### src/rtc_consts.svh
// offsets, field positions and reset values of the vertical and cursor timing block
`ifndef RTC_CONSTS_SVH
`define RTC_CONSTS_SVH
`define RTC_IDX_VTOTAL      8'h06
`define RTC_IDX_OVFL        8'h07
`define RTC_IDX_PRESET      8'h08
`define RTC_IDX_ROWH        8'h09
`define RTC_IDX_CSTART      8'h0a
`define RTC_IDX_CEND        8'h0b
`define RTC_IDX_ORG_HI      8'h0c
`define RTC_IDX_ORG_LO      8'h0d
`define RTC_IDX_CUR_HI      8'h0e
`define RTC_IDX_CUR_LO      8'h0f
`define RTC_IDX_VSB         8'h10
`define RTC_IDX_VSE         8'h11
`define RTC_IDX_LOCK_LAST   8'h07
`define RTC_OVFL_SPLIT8_BIT 4
`define RTC_VSE_CLR_BIT     4
`define RTC_VSE_DIS_BIT     5
`define RTC_VSE_REF_BIT     6
`define RTC_VSE_LOCK_BIT    7
`define RTC_ROWH_DBL_BIT    7
`define RTC_CSTART_OFF_BIT  5
`define RTC_REG_RESET       8'h00
`define RTC_REF_FEW         3'h3
`define RTC_REF_MANY        3'h5
`endif

### src/rtc_pkg.sv
// types shared by the vertical and cursor timing block
package rtc_pkg;
    // i/o port select seen on the host side
    typedef enum logic [1:0] {
        RTC_PORT_NONE,
        RTC_PORT_INDEX,
        RTC_PORT_DATA
    } rtc_port_type;
    // vertical sync state
    typedef enum logic {
        RTC_VS_IDLE,
        RTC_VS_ACTIVE
    } rtc_vs_type;
endpackage

### src/rtc_vtiming.sv
// vertical timing, row scan, cursor and frame interrupt logic with indexed registers
//----------------------------------------------------------------------------
// Operation
// - ten-bit vertical total sets frame period
// - overflow register supplies bits eight and nine
// - row scan starts from preset each screen
// - row scan advances, wraps at maximum
// - character_pan_count delays display by characters
// - maximum scan line is rows minus one
// - row height register carries two bit nines
// - double scan repeats row and address
// - cursor start minus one, disable bit
// - cursor end; start above end hides
// - cursor skew delays zero to three
// - display origin fetched after vertical retrace
// - cursor address marks cursor location
// - enhanced mode: cursor bytes become colours
// - vsync starts at ten-bit line
// - vsync ends on low four bits
// - frame interrupt set at display end
// - write zero clears, one rearms interrupt
// - interrupt disable bit gates the output
// - refresh select three or five
// - lock protects indices zero to seven
// - index port first, then data port
//----------------------------------------------------------------------------
`include "rtc_consts.svh"

module rtc_vtiming #(
    parameter int ADDR_W = 16              // memory address width
) (
    // clock and reset
    input  wire logic                 mclk,
    input  wire logic                 rst_n,
    // host i/o port pair
    input  wire rtc_pkg::rtc_port_type io_sel,
    input  wire logic                 io_wr,
    input  wire logic                 io_rd,
    input  wire logic [7:0]           io_wdata,
    output logic      [7:0]           io_rdata,
    // timing inputs
    input  wire logic                 char_en,
    input  wire logic                 hretrace,
    input  wire logic [9:0]           vdisp_end,
    input  wire logic                 enhanced_mode,
    // display outputs
    output logic                      vsync,
    output logic      [4:0]           row_scan,
    output logic      [9:0]           line_count,
    output logic      [ADDR_W-1:0]    row_addr,
    output logic      [1:0]           pan_delay,
    output logic                      cursor,
    output logic      [7:0]           cursor_fg,
    output logic      [7:0]           cursor_bg,
    output logic      [2:0]           refresh_per_line,
    output logic                      frame_irq,
    // unused upper-bit views for outside comparators
    output logic      [9:0]           vblank_begin_hi,
    output logic      [9:0]           split_line_hi
);
    import rtc_pkg::*;

    //------------------------------------------------------------------------
    // register storage
    //------------------------------------------------------------------------
    logic [7:0] index_r;                   // index port latch
    logic [7:0] regs_r [6:17];             // indices 06h to 11h
    logic       irq_r;                     // frame interrupt flip-flop
    logic       hr_d_r;                    // horizontal retrace delayed
    logic       dbl_phase_r;               // second pass of a doubled line
    logic [3:0] cur_pipe_r;                // cursor skew chain
    rtc_vs_type vs_r;                      // vsync state

    // decode shared by write and read paths
    function automatic logic idx_mapped(input logic [7:0] i);
        idx_mapped = (i >= `RTC_IDX_VTOTAL) && (i <= `RTC_IDX_VSE);
    endfunction

    // lock check: whole protected range; the write path lets the split line bit eight through
    function automatic logic idx_locked(input logic [7:0] i, input logic lk);
        idx_locked = lk && (i <= `RTC_IDX_LOCK_LAST);
    endfunction

    //------------------------------------------------------------------------
    // field views
    //------------------------------------------------------------------------
    logic [9:0] vtotal;                    // full vertical total
    logic [9:0] vsb;                       // full vsync begin
    logic [4:0] max_scan;                  // rows per character minus one
    logic       hr_rise;                   // one pulse per scan line
    logic       lock;                      // write protect
    assign vtotal = {regs_r[7][5], regs_r[7][0], regs_r[6]};
    assign vsb    = {regs_r[7][7], regs_r[7][2], regs_r[16]};
    assign max_scan = regs_r[9][4:0];
    assign hr_rise  = hretrace && !hr_d_r;
    assign lock     = regs_r[17][`RTC_VSE_LOCK_BIT];
    assign vblank_begin_hi = {regs_r[9][5], regs_r[7][3], 8'h00};
    assign split_line_hi   = {regs_r[9][6], regs_r[7][4], 8'h00};

    //------------------------------------------------------------------------
    // host port: index then data
    //------------------------------------------------------------------------
    // index write latches the target register
    always_ff @(posedge mclk) begin
        if (!rst_n) begin
            index_r <= `RTC_REG_RESET;
        end else if (io_wr && io_sel == RTC_PORT_INDEX) begin
            index_r <= io_wdata;
        end
    end

    // data writes, filtered by the lock
    always_ff @(posedge mclk) begin
        if (!rst_n) begin
            for (int k = 6; k <= 17; k++) begin
                regs_r[k] <= `RTC_REG_RESET;
            end
        end else if (io_wr && io_sel == RTC_PORT_DATA && idx_mapped(index_r)) begin
            if (!idx_locked(index_r, lock)) begin
                regs_r[index_r[4:0]] <= io_wdata;
            end else if (index_r == `RTC_IDX_OVFL) begin
                // only the split line bit eight stays writable
                regs_r[7][`RTC_OVFL_SPLIT8_BIT] <= io_wdata[`RTC_OVFL_SPLIT8_BIT];
            end
        end
    end

    // read mux; reserved bits of some registers read as stored, unmapped as zero
    always_comb begin
        io_rdata = 8'h00;
        if (io_sel == RTC_PORT_INDEX) begin
            io_rdata = index_r;
        end else if (io_sel == RTC_PORT_DATA && idx_mapped(index_r)) begin
            io_rdata = regs_r[index_r[4:0]];
        end
    end

    //------------------------------------------------------------------------
    // vertical counters
    //------------------------------------------------------------------------
    // edge detect on horizontal retrace
    always_ff @(posedge mclk) begin
        if (!rst_n) hr_d_r <= 1'b0;
        else        hr_d_r <= hretrace;
    end

    logic frame_end;                       // last line of the frame
    assign frame_end = (line_count == vtotal + 10'h001);

    // line counter wraps after total plus two lines
    always_ff @(posedge mclk) begin
        if (!rst_n) begin
            line_count <= 10'h000;
        end else if (hr_rise) begin
            line_count <= frame_end ? 10'h000 : line_count + 10'h001;
        end
    end

    // row scan and doubling; vertical timing itself is untouched by doubling
    always_ff @(posedge mclk) begin
        if (!rst_n) begin
            row_scan    <= 5'h00;
            dbl_phase_r <= 1'b0;
            row_addr    <= '0;
        end else if (hr_rise) begin
            if (frame_end) begin
                row_scan    <= regs_r[8][4:0];
                dbl_phase_r <= 1'b0;
                row_addr    <= ADDR_W'({regs_r[12], regs_r[13]});
            end else if (regs_r[9][`RTC_ROWH_DBL_BIT] && !dbl_phase_r) begin
                dbl_phase_r <= 1'b1;
            end else begin
                dbl_phase_r <= 1'b0;
                row_scan    <= (row_scan == max_scan) ? 5'h00 : row_scan + 5'h01;
            end
        end
    end

    assign pan_delay = regs_r[8][6:5];

    //------------------------------------------------------------------------
    // vertical sync
    //------------------------------------------------------------------------
    // starts at the ten-bit line, ends on a four-bit match
    always_ff @(posedge mclk) begin
        if (!rst_n) begin
            vs_r <= RTC_VS_IDLE;
        end else begin
            case (vs_r)
                RTC_VS_IDLE: begin
                    if (line_count == vsb) vs_r <= RTC_VS_ACTIVE;
                end
                RTC_VS_ACTIVE: begin
                    if (line_count[3:0] == regs_r[17][3:0]) vs_r <= RTC_VS_IDLE;
                end
                default: vs_r <= RTC_VS_IDLE;
            endcase
        end
    end
    assign vsync = (vs_r == RTC_VS_ACTIVE);

    //------------------------------------------------------------------------
    // text cursor
    //------------------------------------------------------------------------
    logic [4:0] c_start;                   // first line minus one
    logic [4:0] c_end;                     // last line
    logic       cur_raw;                   // undelayed cursor
    assign c_start = regs_r[10][4:0];
    assign c_end   = regs_r[11][4:0];
    // start above end shows nothing; lines after start through end shown
    assign cur_raw = !regs_r[10][`RTC_CSTART_OFF_BIT] && (c_start <= c_end)
                     && (row_scan > c_start) && (row_scan <= c_end)
                     && (row_addr == ADDR_W'({regs_r[14], regs_r[15]}));

    // skew chain clocked on the character enable
    always_ff @(posedge mclk) begin
        if (!rst_n) cur_pipe_r <= 4'h0;
        else if (char_en) cur_pipe_r <= {cur_pipe_r[2:0], cur_raw};
    end
    assign cursor = cur_pipe_r[regs_r[11][6:5]];

    // enhanced mode reuses the cursor address bytes as colours
    assign cursor_fg = enhanced_mode ? regs_r[14] : 8'h00;
    assign cursor_bg = enhanced_mode ? regs_r[15] : 8'h00;

    //------------------------------------------------------------------------
    // frame interrupt and refresh select
    //------------------------------------------------------------------------
    // set at end of display while armed; clear bit four at zero holds it reset
    always_ff @(posedge mclk) begin
        if (!rst_n) begin
            irq_r <= 1'b0;
        end else if (!regs_r[17][`RTC_VSE_CLR_BIT]) begin
            irq_r <= 1'b0;
        end else if (hr_rise && line_count == vdisp_end) begin
            irq_r <= 1'b1;
        end
    end
    assign frame_irq = irq_r && !regs_r[17][`RTC_VSE_DIS_BIT];
    assign refresh_per_line = regs_r[17][`RTC_VSE_REF_BIT] ? `RTC_REF_MANY
                                                           : `RTC_REF_FEW;
endmodule
### config.mk
export PLATFORM = sky130hd
export DESIGN_NAME = rtc_vtiming
export DESIGN_NICKNAME = d
export VERILOG_FILES = /design/src/rtc_pkg.sv /design/src/rtc_vtiming.sv
export VERILOG_INCLUDE_DIRS = /design/src /design/src/src
export SDC_FILE = /design/constraint.sdc
export NUM_CORES = 1
export LEC_CHECK = 0
export BUFFER_PORTS_ARGS = -buffer_cell sky130_fd_sc_hd__buf_2
export CORE_ASPECT_RATIO = 0.5
export CORE_MARGIN = 1.5
export CORE_UTILIZATION = 40
export CTS_BUF_LIST = sky130_fd_sc_hd__clkbuf_4 sky130_fd_sc_hd__clkbuf_8 sky130_fd_sc_hd__clkbuf_16
export DETAILED_ROUTE_END_ITERATION = 7
export REMOVE_ABC_BUFFERS = 1
export SYNTH_ARGS = -nofsm -noshare
export SYNTH_HDL_FRONTEND = slang
export SYNTH_SLANG_ARGS = --single-unit
### constraint.sdc
create_clock -name mclk -period 2.5 [get_ports mclk]
set_input_delay 0.5 -clock mclk [delete_from_list [all_inputs] [get_ports mclk]]
set_output_delay 0.5 -clock mclk [all_outputs]
set_load 0.01 [all_outputs]
==> run summary, run 1 <==
Nets: 1350
Sequential area share after synthesis: 61.3%
Min-delay worst type: input port to register
Setup WS post-layout: -0.822 ns
Total CTS buffers: 30
Number of I/O pins: 110
Pwr/cell area: 640 mW/mm^2
Area growth from synthesis to layout: 24.1%
Vert. Die Dim: 136 um
Placement row count: 48
Fin crit period: 3.32 ns
Failing checks: setup timing
CP startpoint kind: register
Worst Tran Pin Value: 0.717 ns
WS Path Type: register to output port
Drt pass-1 iters: 5
Via count: 8864
Port Buffers: 91
Crit-path most repeated cell: mux4_2
Number of DRC markers in iteration 0: 703
Most common cell after layout, fill and taps aside: edfxtp_1
Initial Util: 41.0%
First-pass GRT wire length: 50.9 mm
DP Wirelength: 23.5 mm
Maximum clock rate: 301 MHz
Final core occ: 50.8%
Critical path required time: 2.00 ns
Layout cells sized above 1: 28.4%
Routed Antenna Nets: 0
Clock sink count: 308
Delay-heaviest family, CP: multiplexers
Synthesized instance count: 963
Total GRT Usage: 18.4%
Rel. slew slack: 52.2%
Placed cell count: 1740
Initial antenna violation count: 0
Yosys reg bits: 308
Worst-path fanout max: 6
Pin count of the biggest net entering global routing: 34
DRC violations left: 0
Setup TNS: -6.27 ns
EDFF count, synth: 256
Final Hold Violating Endpoints: 0
Yosys Warn Count: 0
Most frequent cells in the layout: 256 x edfxtp_1, 177 x conb_1, 112 x and2_1
Worst clock skew: 0.0245 ns
Mapped cell area: 0.0142 mm^2
Routed length per instance: 18.7 um
RSZ-0062 raised after global routing: true
Die area: 0.0368 mm^2
Core ar.: 0.0348 mm^2
Ant. Diodes: 0
Vias per cell: 4.91
Clk root buf: clkbuf_16
Pleak: 6.90 nW
CP max stage delay: 0.54 ns
DIE WIDTH: 270 um
Distinct cells, synth: 57
Primary FF master, synth: edfxtp_1
H-tree lvl count: 1
Vias in the first global route: 8814
CP arrival: 2.82 ns
Max-slew violation total from the final report: 0
WP buf/inv: 2
Synthesized area per cell: 14.8 um^2
Ys async rst share: 0%
Grt ovf: 0
Worst VDD drop: 0.416 mV
Critical path capture point type: output port
CTS tree: yes
Maximum capacitance violations: 0
Worst path cell trace: buf_12, mux4_2, mux4_2, nand2b_4, a32o_2, buf_2
Routed WL: 33.8 mm
Clk Latency, worst-skew pair: 0.58 ns
# setup viols final: 8
Status: finished, violations left
Period utilization: 133%
Slowest cell on crit path: mux4_2
Cell Count, Final, Fillers Out: 1804
Reg clk slew, reported paths: 0.06 ns
Placement Setup Slack: -0.236 ns
GP Congestion: 0.857
Total power: 11.3 mW
CTS max path bufs: 3
-- power by group --
part           switching [mW]  internal, mW  total (mW)
sequential              0.118          5.86        5.97
clock                    1.91          2.54        4.45
combinational           0.483         0.401       0.884
-- Yosys cell counts (2+ instances only) --
master / number / area share [%]
edfxtp_1: 256 / 54
and2_1: 113 / 5.0
mux4_2: 74 / 12
dfxtp_1: 52 / 7.3
nor2_1: 41 / 1.1
mux2i_1: 34 / 2.4
xor2_1: 33 / 2.0
buf_4: 29 / 1.5
clkbuf_1: 27 / 0.71
xnor2_1: 27 / 1.7
nand2_1: 25 / 0.66
o21ai_0: 22 / 0.77
nand3_1: 21 / 0.74
inv_1: 19 / 0.50
a21oi_1: 18 / 0.63
buf_2: 18 / 0.63
ha_1: 18 / 1.6
nand2b_1: 18 / 0.79
nor3_1: 12 / 0.42
nand4_1: 11 / 0.48
nor2b_1: 11 / 0.48
nor3_2: 8 / 0.56
a22oi_1: 7 / 0.37
a32o_1: 7 / 0.49
nor4_1: 5 / 0.22
o21a_1: 5 / 0.26
a31o_1: 4 / 0.25
or3_1: 4 / 0.18
a31oi_1: 3 / 0.13
and3_1: 3 / 0.13
buf_6: 3 / 0.24
nand4b_1: 3 / 0.18
a311oi_1: 2 / 0.12
a41o_1: 2 / 0.14
and4_1: 2 / 0.12
conb_1: 2 / 0.053
o2111ai_1: 2 / 0.12
o22ai_1: 2 / 0.088
or4_1: 2 / 0.11
-- sequential cells by signal (all words and copies together) (netlist names), named ones only --
name and cells:
regs_r 256, dbl_phase_r 1, row_addr 16, line_count 10, index_r 8, row_scan 5
irq_r 1, vsync 1, hr_d_r 1, cur_pipe_r 4
-- per-layer routing --
| layer | track usage, % | routed length [um] |
|---|---|---|
| met3 | 2.91 | 1690 |
| met1 | 24.8 | 14800 |
| met2 | 31.5 | 16700 |
| met4 | 4.37 | 594 |
| met5 | 0 | 0 |
-- area by class of cell --
class / count / area, um^2
Clock buffer: 45 / 917
Clock inverter: 11 / 58.8
Fill cell: 3027 / 17100
Inverter: 19 / 71.3
Multi-Input combinational cell: 733 / 5760
Sequential cell: 308 / 8740
Tap cell: 475 / 594
Timing Repair Buffer: 213 / 1530
-- through the flow --
stage / instance area (um^2) / hold WS [ns]
floorplan: 14500 / 0.429
global placement: 16500 / 0.455
detailed placement: 16500 / 0.455
CTS: 17600 / 0.137
global route: 17700 / 0.151
finish: 17700 / 0.162
-- final timing paths --
path / cells past startpoint / startpoint / to / slack [ns]
setup / recovery: 6 / register / io_rdata[2] / -0.82
hold / removal: 2 / hretrace / hr_d_r / 0.16
setup reg to reg: 10 / regs_r[6][4] / row_addr[0] / 0.06
hold reg to reg: 2 / irq_r / irq_r / 0.47
-- cells by family after synthesis --
kind of cell	synth area share [%]
multiplexers	14.2
buffers and inverters	3.64
XOR/XNOR	3.80
other	0.0527
AND/OR/NAND/NOR	11.5
AO/OA/AOI/OAI	4.05
adder cells (fa/ha/maj)	1.58
flip-flops	61.3
-- timing repair --
item	CTS	global route
gates resized for setup	16	16
cloned	1	1
pin swaps	5	4
endpoints found under the setup margin	8	90
hold endpoints to repair	0	0
hold buffers	0	0
setup buffers	2	5
(Power assumes the default switching activity.)
==> inputs of run 2 (changes only) <==
CAP_MARGIN = 10   (was default)
SKIP_CTS_REPAIR_TIMING = 1   (was default)
==> run 2 against run 1 <==
  * The run still ends with setup timing left
  * Critical path depth unchanged
  * Fmax increased by 0.83%
  * Count of clock-buffer cells in the layout is the same
  * Utilization hardly changed
  * Routed wire length down 0.22%
  * Die area unchanged
  * Critical path type unchanged
  * Largest cell class unchanged
  * Largest power group unchanged
  * Highest routed layer unchanged
==> run summary, run 2 (synthesis gave the netlist of run 1 again) <==
Status: finished, violations left
Failing checks: setup timing
Total power: 11.3 mW (about the same)
Most common cell after layout, fill and taps aside: edfxtp_1
FF-to-FF Start: regs_r[6][4]
DP Wirelength: 23.5 mm (unchanged)
Port Buffers: 91 (unchanged)
H-tree lvl count: 1 (unchanged)
# setup viols final: 8 (unchanged)
Placement row count: 48 (unchanged)
DRC violations left: 0 (unchanged)
Period utilization: 132% (-1.1 points)
Regs by FF count: regs_r (256), row_addr (16), line_count (10)
Via count: 8817 (-0.53%)
GP Congestion: 0.857 (unchanged)
Pin count of the biggest net entering global routing: 34 (unchanged)
Total CTS buffers: 30 (unchanged)
Max reg flops: 256 (unchanged)
Clk Latency, worst-skew pair: 0.58 ns (about the same)
FF-to-FF End: row_addr[0]
Area growth from synthesis to layout: 23.9% (about the same)
Pleak: 6.88 nW (-0.29%)
DIE WIDTH: 270 um (unchanged)
WS Path Type: register to output port
Dpl cell area: 0.0165 mm^2 (unchanged)
Critical path required time: 2.00 ns (about the same)
Routed length per instance: 18.7 um (-0.11%)
Vias in the first global route: 8810 (-0.045%)
Setup TNS: -6.13 ns (+0.136 ns)
Worst VDD drop: 0.417 mV (+0.31%)
Routed wl met2: 16.6 mm (-0.89%)
Crit path to: io_rdata[6]
Routed Antenna Nets: 0 (unchanged)
Uppermost routed layer: met4
CTS tree: yes
Maximum clock rate: 304 MHz (+0.83%)
Worst Tran Pin Value: 0.716 ns (-0.00127 ns)
Routed WL: 33.7 mm (-0.22%)
Total GRT Usage: 18.3% (-0.072 points)
Clk root buf: clkbuf_16
Initial Util: 41.0% (unchanged)
RSZ-0062 raised after global routing: true
Rel. slew slack: 52.3% (+0.085 points)
Min-delay worst type: input port to register
Ant. Diodes: 0 (unchanged)
Top reg by flops: regs_r
CP arrival: 2.79 ns (-0.03 ns)
Met3 routed WL: 1.64 mm (-3.0%)
Maximum capacitance violations: 0 (unchanged)
Final Hold Violating Endpoints: 0 (unchanged)
CP startpoint kind: register
Hold WS: 0.162 ns (+0.0000340 ns)
First-pass GRT wire length: 50.8 mm (-0.28%)
Pwr/cell area: 640 mW/mm^2 (about the same)
Number of DRC markers in iteration 0: 694 (-1.3%)
Worst-path fanout max: 10 (+4)
R2R setup slack: 0.07 ns (about the same)
Vert. Die Dim: 136 um (unchanged)
Die area: 0.0368 mm^2 (unchanged)
Max-slew violation total from the final report: 0 (unchanged)
WL met1: 15.0 mm (+0.94%)
Grt ovf: 0 (unchanged)
Clock sink count: 308 (unchanged)
Worst clock skew: 0.0253 ns (+0.000779 ns)
Core ar.: 0.0348 mm^2 (unchanged)
Cell Count, Final, Fillers Out: 1802 (-0.11%)
Layout cells sized above 1: 28.3% (-0.18 points)
Initial antenna violation count: 0 (unchanged)
Critical path capture point type: output port
CTS max path bufs: 3 (unchanged)
R2R cell count: 10 (unchanged)
Setup WS post-layout: -0.794 ns (+0.0275 ns)
Design area: 0.0177 mm^2 (about the same)
Fin crit period: 3.29 ns (-0.0275 ns)
Drt pass-1 iters: 5 (unchanged)
Placed cell count: 1740 (unchanged)
Most frequent cells in the layout: 256 x edfxtp_1, 177 x conb_1, 112 x and2_1
Nets: 1348 (-0.15%)
Number of I/O pins: 110 (unchanged)
Reg clk slew, reported paths: 0.06 ns (about the same)
Vias per cell: 4.89 (-0.42%)
run 2: layout make-up:
| class | instances | area [um^2] |
|---|---|---|
| clock buffers | 45 | 917 |
| clock inverters | 11 | 58.8 |
| fillers | 3025 | 17100 |
| inverters | 19 | 71.3 |
| multi-input cells | 733 | 5770 |
| flip-flops and latches | 308 | 8740 |
| well taps | 475 | 594 |
| repair buffers | 211 | 1510 |
run 2: worst min-delay path by stage:
stage | from | end | slack (ns) | cells after the start
after detailed placement | irq_r | irq_r | 0.45 | 2
after global routing | hretrace | hr_d_r | 0.15 | 2
after global placement | irq_r | irq_r | 0.45 | 2
after CTS | hretrace | hr_d_r | 0.14 | 2
after floorplan | irq_r | irq_r | 0.43 | 2
final | hretrace | hr_d_r | 0.16 | 2
run 2: routing by layer:
layer / GRT usage (%) / vias to the layer above
met5: 0 / -
met4: 4.28 / 0
met3: 3.14 / 46
met2: 31.4 / 198
met1: 24.5 / 4450
li1: - / 4123
run 2: metrics by stage:
step | setup slack, ns | utilization, %
after detailed placement | -0.236 | 47.4
final | -0.794 | 50.8
after floorplan | -2.08 | -
after global placement | -0.233 | 47.4
after global routing | -0.892 | 50.8
after CTS | -0.859 | 50.2
run 2: critical path: stages, from the launching register on:
cell and delay [ns]:
dfxtp_4 0.44, buf_12 0.17, mux4_2 0.53, mux4_2 0.49, mux2_4 0.27, a22o_1 0.18
buf_2 0.13
run 2: power by group:
part	internal, mW	leakage [nW]	switching (mW)
logic	0.400	3.40	0.482
clock network	2.54	0.494	1.91
registers	5.86	2.98	0.118
